<file path="src/shared/plgc_map.vh">
// plgc_map.vh: register map, field positions and encodings of the programmable logic cell
// What this block does
// - cell has flip-flop plus combinational function
// - four-input table gives any four-input function
// - cell pair gives any five-input function
// - cell pair gives some six-to-nine-input functions
// - path selections are static, loaded at configuration
// - carry or cascade link joins adjacent cells
// - arithmetic mode does add, subtract, multiply steps
// - memory mode gives 16x1 and 32x1 RAM
// - RAM writes one data bit only when enabled
// - RAM write edge polarity is configurable
// - RAM write samples data, address, enable at edge
// - RAM read follows address alone, combinationally
// - RAM contents preset from configured initial values
// - only power-on or configuration reset reloads state
// - memory mode offers eight-bit serial shift register
// - bus write data reaches every routing matrix
// - read data gathered by OR-chain, idle drives zero
// - four multiplexer chains emulate shared bidirectional bus
// - bus clock plus three of six global buffers
`ifndef PLGC_MAP_VH
`define PLGC_MAP_VH

// register word offsets, taken from byte address bits 7:2
`define PLGC_OFF_CTRL    6'h00
`define PLGC_OFF_TABLE   6'h01
`define PLGC_OFF_GBSEL   6'h02
`define PLGC_OFF_STATUS  6'h03
`define PLGC_OFF_STORE   6'h04

// reset values
`define PLGC_CTRL_RST    32'h0000_0000
`define PLGC_TABLE_RST   32'h0000_0000
`define PLGC_GBSEL_RST   32'h0000_0000
`define PLGC_LUT_RST     16'h0000

// control fields
`define PLGC_F_MODE      2:0
`define PLGC_F_FALL      3
`define PLGC_F_CSRC      5:4
`define PLGC_F_USEFF     6
`define PLGC_F_WOP       8:7
`define PLGC_F_COP       10:9
`define PLGC_F_AOP       12:11
`define PLGC_F_FFINIT    13
`define PLGC_F_CHAIN_LO  14
`define PLGC_F_CFGRST    31

// global buffer select fields and shift register preset
`define PLGC_F_GB_W      3
`define PLGC_F_SRINIT    23:16

// cell modes
`define PLGC_M_FOUR_INPUT_TABLE      3'h0
`define PLGC_M_FIVE_INPUT_TABLE      3'h1
`define PLGC_M_WIDE      3'h2
`define PLGC_M_ARITH     3'h3
`define PLGC_M_RAM16     3'h4
`define PLGC_M_RAM32     3'h5
`define PLGC_M_SHIFT     3'h6

// combine operations for wide and cascade logic
`define PLGC_OP_AND      2'h0
`define PLGC_OP_OR       2'h1
`define PLGC_OP_XOR      2'h2
`define PLGC_OP_PASS     2'h3

// arithmetic operations
`define PLGC_A_ADD       2'h0
`define PLGC_A_SUB       2'h1
`define PLGC_A_ADDSUB    2'h2
`define PLGC_A_MULT      2'h3

// clock sources: 0 is the bus clock, 1..3 the selected global buffers
`define PLGC_CSRC_BUS    2'h0

`endif

</file>
<file path="src/logic/plgc_cell.v">
// plgc_cell.v: programmable logic cell pair with bus interconnect and Wishbone registers
//
// The address map and the Wishbone slave port were chosen for this implementation.
`timescale 1ns/10ps
`include "plgc_map.vh"

module plgc_cell (
    // clock and resets
    input  wire        clk_in,
    input  wire        srst_in,
    input  wire        sys_rst_n_in,
    input  wire        cfg_reset_in,
    // wishbone slave
    input  wire        wb_cyc_in,
    input  wire        wb_stb_in,
    input  wire        wb_we_in,
    input  wire [7:0]  wb_adr_in,
    input  wire [3:0]  wb_sel_in,
    input  wire [31:0] wb_dat_in,
    output wire [31:0] wb_dat_out,
    output wire        wb_ack_out,
    // cell inputs from neighbouring fabric logic
    input  wire [3:0]  in_a_in,
    input  wire [3:0]  in_b_in,
    input  wire        in_e_in,
    input  wire        ff_en_in,
    input  wire [5:0]  gbuf_in,
    input  wire        carry_in,
    // cell outputs
    output wire        cell_a_out,
    output wire        cell_b_out,
    output wire        shift_out,
    output wire        carry_out,
    // fabric system bus distribution
    output wire [31:0] wdata_route_out,
    input  wire [31:0] rd_or_in,
    input  wire        rd_sel_in,
    output wire [31:0] rd_or_out,
    input  wire [3:0]  chain_in,
    input  wire        chain_en_in,
    output wire [3:0]  chain_out
);

    // shadow registers written by software
    reg  [31:0] ctrl_reg;
    reg  [31:0] table_reg;
    reg  [31:0] gbsel_reg;
    // active static configuration
    reg  [31:0] act_ctrl_reg;
    reg  [31:0] act_gbsel_reg;
    // cell storage
    reg  [15:0] lut_a_reg;
    reg  [15:0] lut_b_reg;
    reg  [7:0]  shift_reg;
    reg         ff_reg;
    reg         clk_prev_reg;
    reg         cfg_req_reg;
    // bus side
    reg         ack_reg;
    reg  [31:0] rdat_reg;
    reg  [31:0] wdata_reg;
    reg  [31:0] rd_or_reg;

    wire [2:0]  mode;
    wire [1:0]  csrc;
    wire [1:0]  aop;
    wire        bus_req;
    wire        bus_wr;
    wire [5:0]  word_idx;
    wire        cfg_pulse;
    wire [2:0]  local_gbuf;
    wire        clk_cur;
    wire        tick;

    // combine two bits under a configured operation
    function comb_op;
        input [1:0] op;
        input       a;
        input       b;
        begin
            case (op)
                `PLGC_OP_AND: comb_op = a & b;
                `PLGC_OP_OR:  comb_op = a | b;
                `PLGC_OP_XOR: comb_op = a ^ b;
                default:      comb_op = a;
            endcase
        end
    endfunction

    // byte-lane merge for wishbone writes
    function [31:0] lane_merge;
        input [31:0] old_val;
        input [31:0] new_val;
        input [3:0]  sel;
        integer      i;
        begin
            lane_merge = old_val;
            for (i = 0; i < 4; i = i + 1) begin
                if (sel[i]) begin
                    lane_merge[i*8 +: 8] = new_val[i*8 +: 8];
                end
            end
        end
    endfunction

    assign mode     = act_ctrl_reg[`PLGC_F_MODE];
    assign csrc     = act_ctrl_reg[`PLGC_F_CSRC];
    assign aop      = act_ctrl_reg[`PLGC_F_AOP];
    assign word_idx = wb_adr_in[7:2];

    // request seen, ack one cycle later; writes land at the ack edge
    assign bus_req = wb_cyc_in & wb_stb_in & ~ack_reg;
    assign bus_wr  = wb_cyc_in & wb_stb_in & wb_we_in & ack_reg;

    // three of six global buffers picked into the bank
    genvar g;
    generate
        for (g = 0; g < 3; g = g + 1) begin : gb_pick
            wire [2:0] gsel;
            assign gsel = act_gbsel_reg[g*`PLGC_F_GB_W +: `PLGC_F_GB_W];
            assign local_gbuf[g] = (gsel < 3'h6) ? gbuf_in[gsel] : 1'b0;
        end
    endgenerate

    // bus clock ticks every cycle; buffer lines act on the chosen edge
    assign clk_cur = (csrc == `PLGC_CSRC_BUS) ? 1'b1 : local_gbuf[csrc - 2'h1];
    assign tick = (csrc == `PLGC_CSRC_BUS) ? 1'b1 :
                  act_ctrl_reg[`PLGC_F_FALL] ? (clk_prev_reg & ~clk_cur)
                                              : (~clk_prev_reg & clk_cur);

    // configuration reset from the pin or a software trigger
    assign cfg_pulse = cfg_reset_in | cfg_req_reg;

    // combinational datapath
    wire tbl_a;
    wire tbl_b4;
    wire tbl_b5;
    wire five_input_table_val;
    wire wide_val;
    wire ar_x;
    wire ar_y;
    wire ar_m;
    wire ar_ld;
    wire ram_di;
    wire ram_we;
    reg  op_p;
    reg  op_q;
    wire sum;
    wire co;
    wire arith_val;
    reg  f_main;
    wire f_cas;
    wire is_logic;

    assign tbl_a  = lut_a_reg[in_a_in];
    assign tbl_b4 = lut_b_reg[in_b_in];
    assign tbl_b5 = lut_b_reg[in_a_in];
    // fifth input picks between the two tables
    assign five_input_table_val = in_e_in ? tbl_b5 : tbl_a;
    // restricted set: two tables combined, steered by the ninth input
    assign wide_val = in_e_in ? comb_op(act_ctrl_reg[`PLGC_F_WOP], tbl_a, tbl_b4) : tbl_a;

    assign ar_x   = in_a_in[0];
    assign ar_y   = in_a_in[1];
    assign ar_m   = in_a_in[2];
    assign ar_ld  = in_a_in[3];
    assign ram_di = in_b_in[0];
    assign ram_we = in_b_in[1];

    // one-bit add, subtract, add/subtract and multiply step
    always @* begin
        op_p = ar_x;
        op_q = ar_y;
        case (aop)
            `PLGC_A_ADD: begin
                op_q = ar_y;
            end
            `PLGC_A_SUB: begin
                // first carry of a subtract chain must be one
                op_q = ~ar_y;
            end
            `PLGC_A_ADDSUB: begin
                op_q = ar_y ^ ar_m;
            end
            `PLGC_A_MULT: begin
                op_p = ar_y;
                op_q = ar_x & ar_m;
            end
            default: begin
                op_q = ar_y;
            end
        endcase
    end

    assign sum       = op_p ^ op_q ^ carry_in;
    assign co        = (op_p & op_q) | (carry_in & (op_p ^ op_q));
    assign arith_val = ar_ld ? ram_di : sum;

    // memory reads are address-only, no clock involved
    always @* begin
        case (mode)
            `PLGC_M_FOUR_INPUT_TABLE:  f_main = tbl_a;
            `PLGC_M_FIVE_INPUT_TABLE:  f_main = five_input_table_val;
            `PLGC_M_WIDE:  f_main = wide_val;
            `PLGC_M_ARITH: f_main = arith_val;
            `PLGC_M_RAM16: f_main = tbl_a;
            `PLGC_M_RAM32: f_main = five_input_table_val;
            `PLGC_M_SHIFT: f_main = shift_reg[7];
            default:       f_main = tbl_a;
        endcase
    end

    assign is_logic = (mode == `PLGC_M_FOUR_INPUT_TABLE) | (mode == `PLGC_M_FIVE_INPUT_TABLE) |
                      (mode == `PLGC_M_WIDE);
    // cascade folds the neighbour's result into wide logic
    assign f_cas = is_logic ? comb_op(act_ctrl_reg[`PLGC_F_COP], f_main, carry_in) : f_main;

    assign carry_out  = (mode == `PLGC_M_ARITH) ? co : f_cas;
    // flip-flop used alone, bypassed or after the function
    assign cell_a_out = act_ctrl_reg[`PLGC_F_USEFF] ? ff_reg : f_cas;
    // second cell stands alone only in four-input mode
    assign cell_b_out = (mode == `PLGC_M_FOUR_INPUT_TABLE) ? tbl_b4 : f_cas;
    assign shift_out  = shift_reg[7];

    // cell state: system reset does not touch any of it
    always @(posedge clk_in) begin
        if (srst_in) begin
            act_ctrl_reg  <= `PLGC_CTRL_RST;
            act_gbsel_reg <= `PLGC_GBSEL_RST;
            lut_a_reg     <= `PLGC_LUT_RST;
            lut_b_reg     <= `PLGC_LUT_RST;
            shift_reg     <= 8'h00;
            ff_reg        <= 1'b0;
            clk_prev_reg  <= 1'b0;
        end else if (cfg_pulse) begin
            // static selections change only here
            act_ctrl_reg  <= ctrl_reg;
            act_gbsel_reg <= gbsel_reg;
            // preset memories and flip-flop
            lut_a_reg     <= table_reg[15:0];
            lut_b_reg     <= table_reg[31:16];
            shift_reg     <= gbsel_reg[`PLGC_F_SRINIT];
            ff_reg        <= ctrl_reg[`PLGC_F_FFINIT];
            clk_prev_reg  <= 1'b0;
        end else begin
            clk_prev_reg <= clk_cur;
            if (tick) begin
                if (ff_en_in) begin
                    ff_reg <= f_cas;
                end
                case (mode)
                    `PLGC_M_RAM16: begin
                        if (ram_we) begin
                            lut_a_reg[in_a_in] <= ram_di;
                        end
                    end
                    `PLGC_M_RAM32: begin
                        if (ram_we & in_e_in) begin
                            lut_b_reg[in_a_in] <= ram_di;
                        end else if (ram_we) begin
                            lut_a_reg[in_a_in] <= ram_di;
                        end
                    end
                    `PLGC_M_SHIFT: begin
                        shift_reg <= {shift_reg[6:0], ram_di};
                    end
                    default: begin
                        shift_reg <= shift_reg;
                    end
                endcase
            end
        end
    end

    // wishbone ack; system reset only drops a pending answer
    always @(posedge clk_in) begin
        if (srst_in | ~sys_rst_n_in) begin
            ack_reg <= 1'b0;
        end else begin
            ack_reg <= bus_req;
        end
    end

    // read data captured with the request, held while ack is high
    always @(posedge clk_in) begin
        if (srst_in) begin
            rdat_reg <= 32'h0000_0000;
        end else if (bus_req) begin
            case (word_idx)
                `PLGC_OFF_CTRL:   rdat_reg <= {1'b0, ctrl_reg[30:0]};
                `PLGC_OFF_TABLE:  rdat_reg <= table_reg;
                `PLGC_OFF_GBSEL:  rdat_reg <= gbsel_reg;
                `PLGC_OFF_STATUS: rdat_reg <= {16'h0000, shift_reg, 1'b0, carry_out,
                                               ff_reg, cell_b_out, cell_a_out, mode};
                `PLGC_OFF_STORE:  rdat_reg <= {lut_b_reg, lut_a_reg};
                default:          rdat_reg <= 32'h0000_0000;
            endcase
        end
    end

    // shadow register writes; unmapped and read-only words ignore writes
    always @(posedge clk_in) begin
        if (srst_in) begin
            ctrl_reg    <= `PLGC_CTRL_RST;
            table_reg   <= `PLGC_TABLE_RST;
            gbsel_reg   <= `PLGC_GBSEL_RST;
            cfg_req_reg <= 1'b0;
        end else begin
            cfg_req_reg <= 1'b0;
            if (bus_wr) begin
                case (word_idx)
                    `PLGC_OFF_CTRL: begin
                        ctrl_reg    <= lane_merge(ctrl_reg, wb_dat_in, wb_sel_in) &
                                       32'h7fff_ffff;
                        // trigger bit is self-clearing and never stored
                        cfg_req_reg <= wb_sel_in[3] & wb_dat_in[`PLGC_F_CFGRST];
                    end
                    `PLGC_OFF_TABLE: begin
                        table_reg <= lane_merge(table_reg, wb_dat_in, wb_sel_in);
                    end
                    `PLGC_OFF_GBSEL: begin
                        gbsel_reg <= lane_merge(gbsel_reg, wb_dat_in, wb_sel_in);
                    end
                    default: begin
                        ctrl_reg <= ctrl_reg;
                    end
                endcase
            end
        end
    end

    // every write word is fanned out to the routing matrices
    always @(posedge clk_in) begin
        if (srst_in) begin
            wdata_reg <= 32'h0000_0000;
        end else if (bus_wr) begin
            wdata_reg <= wb_dat_in;
        end
    end

    // OR-chain stage: unselected cells add zeros, costs one cycle per hop
    always @(posedge clk_in) begin
        if (srst_in) begin
            rd_or_reg <= 32'h0000_0000;
        end else begin
            rd_or_reg <= rd_or_in |
                         (rd_sel_in ? {29'h0, shift_reg[7], cell_b_out, cell_a_out}
                                    : 32'h0000_0000);
        end
    end

    // multiplexer chains: unidirectional, so no driver fight can occur
    genvar c;
    generate
        for (c = 0; c < 4; c = c + 1) begin : mux_chain
            assign chain_out[c] = (chain_en_in & act_ctrl_reg[`PLGC_F_CHAIN_LO + c]) ?
                                  cell_a_out : chain_in[c];
        end
    endgenerate

    assign wb_ack_out      = ack_reg;
    assign wb_dat_out      = ack_reg ? rdat_reg : 32'h0000_0000;
    assign wdata_route_out = wdata_reg;
    assign rd_or_out       = rd_or_reg;

endmodule // plgc_cell

</file>
<file path="config.mk">
export PLATFORM = sky130hd
export DESIGN_NAME = plgc_cell
export DESIGN_NICKNAME = d
export VERILOG_FILES = /design/src/logic/plgc_cell.v
export VERILOG_INCLUDE_DIRS = /design/src /design/src/shared
export SDC_FILE = /design/constraint.sdc
export NUM_CORES = 1
export LEC_CHECK = 0
export BUFFER_PORTS_ARGS = -buffer_cell sky130_fd_sc_hd__buf_4
export CAP_MARGIN = 10
export CELL_PAD_IN_SITES_DETAIL_PLACEMENT = 1
export CELL_PAD_IN_SITES_GLOBAL_PLACEMENT = 1
export CORE_AREA = 5 5 190 192
export DETAILED_ROUTE_END_ITERATION = 10
export DIE_AREA = 0 0 195 197
export PLACE_DENSITY = 0.68
export RECOVER_POWER = 100
export SYNTH_ARGS = -nofsm -noshare
export SYNTH_HDL_FRONTEND = slang
export SYNTH_SLANG_ARGS = --single-unit
</file>
<file path="constraint.sdc">
create_clock -name clk_in -period 9.75 [get_ports clk_in]
set_clock_uncertainty 0.05 [all_clocks]
set_input_delay 0.975 -clock clk_in [delete_from_list [all_inputs] [get_ports clk_in]]
set_output_delay 0.975 -clock clk_in [all_outputs]
set_load 0.01 [all_outputs]
</file>
### Word level (Yosys, flattened, before mapping)

Index checks and enable logic that the tools add are counted.

* equal/unequal tests: 18
* bitwise logic cells: 37
* $lt $le $gt $ge: 10
* reduce and logical (&&, ||, !) cells: 32
* $add $sub $neg: 1
* mux-type cells: 58

Operator list (count)
* $pmux W32 S5: 1
* $mux W16: 8
* $reduce_and A3 Y1: 14
* $bwmux W16: 2
* $mux W32: 1
* $or A32 B3 Y32: 1
* $pmux W16 S2: 1
* $mux W1: 29
* $mux W8: 3
* $and A1 B1 Y1: 17
* $bmux W1 S4: 3
* $eq A6 B2 Y1 const B: 2
* $lt A3 B4 Y1 const B: 3
* $lt A4 B5 Y1 const B: 2
* $reduce_bool A2 Y1: 5
* $bmux W1 S3: 3
* $eq A3 B3 Y1 const B: 3
* $lt A3 B3 Y1 const B: 3
* $eq A2 B2 Y1 const B: 4
* $logic_not A2 Y1: 4
* $pmux W1 S4: 2
* $not A1 Y1: 7
* $or A1 B1 Y1: 7
* $eq A2 B1 Y1 const B: 3
* 20 further kinds: 28

* flip-flop bits (word level): 262
* input bits: 106
* logic and storage cells: 180
* output and inout bits: 105

### Logic depth before layout (Yosys ltp)

* depth after elaboration: 12
* gate-level depth with buffers: 21
* gate-level depth less buffers: 19

### Worst setup path after synthesis

Ideal clock, no wire load.

* path type: input -> output
* from: input in_b_in[0]
* to: output chain_out[0]
* path buffers: 1
* data required time: 8.725 ns
* arrival: 4.394 ns
* slack: 4.331 ns
* stages: 18
* path through: buf_2 > mux4_2 > mux4_2 > inv_1 > ha_1 > mux2_2 > o21ai_0 > a211oi_1 > o21a_1 > o31a_1 > inv_1 > ha_1 > nand2_1 > o21ai_0 > nand2_1 > nand2b_1 > a21oi_1 > o21ai_0

* cells in the longest elaborated chain, start to end: 11

RTL lines
* start: declaration: RTL line plgc_cell.v:24 `input wire [3:0] in_b_in,`
* $bmux W1 S4: RTL line plgc_cell.v:156 `assign tbl_b4 = lut_b_reg[in_b_in];`
* $mux W1 (not written as such): RTL line plgc_cell.v:156
* $xor A1 B1 Y1, or another cell as far along: RTL line plgc_cell.v:84 `` `PLGC_OP_XOR: comb_op = a ^ b; ``
* $pmux W1 S3: RTL line plgc_cell.v:81 `case (op)`
* $mux W1: RTL line plgc_cell.v:161 `` assign wide_val = in_e_in ? comb_op(act_ctrl_reg[`PLGC_F_WOP], tbl_a, tbl_b4) : tbl_a; ``
* $pmux W1 S4 (*): RTL line plgc_cell.v:201 `case (mode)`
* $xor A1 B1 Y1, or another cell as far along: RTL line plgc_cell.v:84
* $pmux W1 S3: RTL line plgc_cell.v:81
* $mux W1 (*): RTL line plgc_cell.v:216 `` assign f_cas = is_logic ? comb_op(act_ctrl_reg[`PLGC_F_COP], f_main, carry_in) : f_main; ``
* $mux W1 (*): RTL line plgc_cell.v:220 `` assign cell_a_out = act_ctrl_reg[`PLGC_F_USEFF] ? ff_reg : f_cas; ``
* $mux W1 (*): RTL line plgc_cell.v:356 `` assign chain_out[c] = (chain_en_in & act_ctrl_reg[`PLGC_F_CHAIN_LO + c]) ? ``
* end: declaration: RTL line plgc_cell.v:41 `output wire [3:0] chain_out`

Every way passes the cells marked *; elsewhere a longest branch is shown, timed or not. The select of a mux whose other input is x is not followed.

### Final worst setup path

* from: input srst_in
* to: register gbsel_reg[0]

RTL lines
* start: declaration: RTL line plgc_cell.v:10 `input wire srst_in,`
* end signal: assignment: RTL line plgc_cell.v:306 `` gbsel_reg <= `PLGC_GBSEL_RST; ``
* end signal: assignment: RTL line plgc_cell.v:322 `gbsel_reg <= lane_merge(gbsel_reg, wb_dat_in, wb_sel_in);`
* end: declaration: RTL line plgc_cell.v:47 `reg [31:0] gbsel_reg;`

No word-level cell between the ends.

==> out/qor.yml <==
status:
  run_status: "finished, violations left"
  violations: "capacitance limit, slew limit"
floorplanning:
  fp.coreArea_um2: 34200
  die_h_um: 197
  num_io_pins: 211
  floorplan.rows: 68
  initial_core_util: 0.346
  die_w_um: 195
  die_area_um2: 38400
worst_hold_path:
  timing.hold.worst_path_depth: 2
  worst_hold_path_type: "flip-flop to flip-flop"
placed_design:
  hpwlAfterDp_um: 31300
  buffer_ports.inserted: 208
  gp_congestion: 0.919
  placedInstanceArea_um2: 13700
logic_synthesis:
  post_synth_inst_count: 1400
  synth.yosys.warnings: 0
  synth_fp_nets: 1511
  yosys_register_bits: 261
  synthFlopType: "sky130_fd_sc_hd__dfxtp_1"
  post_synth_mux_area_share: 0.106
  yosysMostFrequentCell: "sky130_fd_sc_hd__dfxtp_1"
  synth-compound-area-share: 0.187
  synth_area_um2: 11800
  post_synth_and_or_nand_nor_area_fraction: 0.218
  synth_top_cells_by_area: "sky130_fd_sc_hd__dfxtp_1, sky130_fd_sc_hd__nand2_1, sky130_fd_sc_hd__a21oi_1"
  synth-adder-area-share: 0.00592
  synth_xor_area_frac: 0.000741
  syn_avg_cell_area_um2: 8.45
  synth_top_area_frac: 0.442
  sequential_cell_area_fraction_in_the_yosys_report: 0.442
  ys_async_sr_fraction: 0
  synth_enable_flop_cells: 0
  dominant_combinational_cell_family_by_area_after_synthesis: "simple AND/OR/NAND/NOR gates"
  synth.top_cells.by_count: "sky130_fd_sc_hd__dfxtp_1, sky130_fd_sc_hd__nand2_1, sky130_fd_sc_hd__a21oi_1"
  synth_cell_type_count: 61
  yosys.area.top_type: "sky130_fd_sc_hd__dfxtp_1"
clock_tree:
  clock_path_buffers: 3
  cts-root-buf: "sky130_fd_sc_hd__clkbuf_16"
  count_of_hold_buffers_inserted_by_post_cts_repair: 0
  clock_tree_from_tritoncts: "done"
  cts_setup_buffers: 0
  number_of_buffers_added_by_the_clock_tree_synthesis_step: 30
  clkLatencyLatePin_ns: 0.58
  post_cts.resized_instances: 0
  clk_transition_reported_paths_ns: 0.06
  clock_sinks: 261
  cts-htree-levels: 1
global_routing:
  first_global_vias: 11200
  globalRouteTotalUtil: 0.215
  grt_max_degree: 100
  grt_overflow: 0
  grt_first_pass_wirelength_um: 66700
  antenna_found_initial: 0
timing:
  rsz_0062_raised_after_global_routing: "no"
  final.min_clock_period_ns: 7.04
  fin_tns_setup_ns: 0
  fin_crit_sh: 0.722
  worstMarginPinSlew_ns: 3.64
  report.final.hold_viol_count: 0
  hold_ws_ns: 0.403
  report.final.slew_viol_count: 374
  max-slew-margin-rel: -1.42
  maxClockFrequency_ghz: 0.142
  setup_violations: 0
critical_path:
  crit_required_ns: 10.06
  cp-start-kind: "input port"
  worstRegToRegCells: 8
  critical_path_peak_fanout: 99
  setup_cp_type: "input port to flip-flop"
  cp.arrival_ns: 7.35
  worst_setup_path_end_kind: "flip-flop"
layout:
  multi_input_logic_area_um2: 6150
  fillers: 4115
  post_route_cells_drive_above_1_share: 0.160
  area.sequential_um2: 5230
  final_nets: 1653
  final_area_um2: 14300
  antennaDiodeCount: 0
  final_util: 0.419
  flow.area_growth_from_synthesis_pct: 21.1
detailed_routing:
  drt_wl_total_um: 43300
  ant_nets: 0
  drt_iter0_drc: 848
  via_count: 11200
  drt_pass1_iterations: 7
  routedWlPerCell_um: 21.4
  drt-vias-per-instance: 5.56
  remaining_drc_errors: 0
power_and_ir_drop:
  power_density_nw_per_um2: 171
  leakage_uw: 0.00516
  ir_drop_uv: 117
job:
  timing.max_cap.violations: 7
layout by cell type (no fill, tap or decap), types with 5 or more instances in the layout:
cell,Yosys,routed
sky130_fd_sc_hd__nand2b_1,10,10
sky130_fd_sc_hd__a211oi_1,43,43
sky130_fd_sc_hd__nor3_1,12,10
sky130_fd_sc_hd__nor3_2,4,5
sky130_fd_sc_hd__buf_4,1,131
sky130_fd_sc_hd__and2_1,37,11
sky130_fd_sc_hd__o21ai_0,59,59
sky130_fd_sc_hd__o22ai_1,10,10
sky130_fd_sc_hd__clkbuf_8,0,6
sky130_fd_sc_hd__dfxtp_1,261,261
sky130_fd_sc_hd__clkbuf_1,92,94
sky130_fd_sc_hd__a311oi_1,6,6
sky130_fd_sc_hd__nand3_1,93,93
sky130_fd_sc_hd__mux2i_1,48,48
sky130_fd_sc_hd__mux4_2,14,14
sky130_fd_sc_hd__a22oi_1,12,12
sky130_fd_sc_hd__and2_0,0,26
sky130_fd_sc_hd__inv_1,13,13
sky130_fd_sc_hd__clkinv_2,0,6
sky130_fd_sc_hd__nor2_1,116,114
sky130_fd_sc_hd__o221ai_1,12,12
sky130_fd_sc_hd__nor2b_1,36,36
sky130_fd_sc_hd__nand2_1,220,220
sky130_fd_sc_hd__or3_1,6,6
sky130_fd_sc_hd__a222oi_1,18,18
sky130_fd_sc_hd__a21oi_1,150,150
sky130_fd_sc_hd__a221oi_1,15,15
sky130_fd_sc_hd__clkbuf_16,0,30
sky130_fd_sc_hd__mux2_2,38,38
stage by stage:
step / instances / worst slack (ns) / power, uW
after detailed placement: 1965 / 3.73 / 1320
after floorplan: 1400 / 4.33 / 1220
final: 2017 / 2.71 / 2450
after global routing: 2017 / 1.98 / 2540
after global placement: 1965 / 3.80 / 1320
after CTS: 2017 / 3.74 / 2490
power by group:
group          switching [uW]  internal [uW]
registers                13.3           1090
clock network             470            688
logic                     117           74.7
total                     600           1850
worst paths after layout:
kind | start | to | slack (ns)
setup / recovery | srst_in | gbsel_reg[0]$_SDFFE_PP0P_ | 2.71
hold / removal | wdata_route_out[3]$_SDFFE_PP0P_ | wdata_route_out[3]$_SDFFE_PP0P_ | 0.40
setup reg to reg | wb_ack_out$_SDFF_PP0_ | ctrl_reg[3]$_SDFFE_PP0P_ | 4.59
hold reg to reg | wdata_route_out[3]$_SDFFE_PP0P_ | wdata_route_out[3]$_SDFFE_PP0P_ | 0.40
cell type report:
cell class,count,share of cell area
timing repair buffer,221,0.0923
clock inverter,11,0.0110
tap,455,0.0397
clock buffer,41,0.0595
sequential,261,0.365
multi-input combinational,1015,0.429
inverter,13,0.00341
per-layer routing:
metal  share of wire  global-route usage  vias to the layer above
li1                -                   -                     5288
met1            0.48               0.313                     5525
met2            0.44               0.333                      354
met3           0.065              0.0443                       56
met4           0.016              0.0406                        0
met5               0                   0                        -
logic make-up (layout without fill, tap and decap cells):
logic type	count (synthesis)	count (layout)
flip-flops	261	261
XOR/XNOR	1	1
buffers and inverters	124	286
AO/OA/AOI/OAI	348	348
AND/OR/NAND/NOR	560	560
multiplexers	101	101
adder cells (fa/ha/maj)	5	5
critical path: stages:
cell and delay, ns:
sky130_fd_sc_hd__clkbuf_1 1.65, sky130_fd_sc_hd__clkbuf_1 2.67, sky130_fd_sc_hd__clkbuf_2 1.80, sky130_fd_sc_hd__nor2_1 0.14
(Power assumes the default switching activity.)
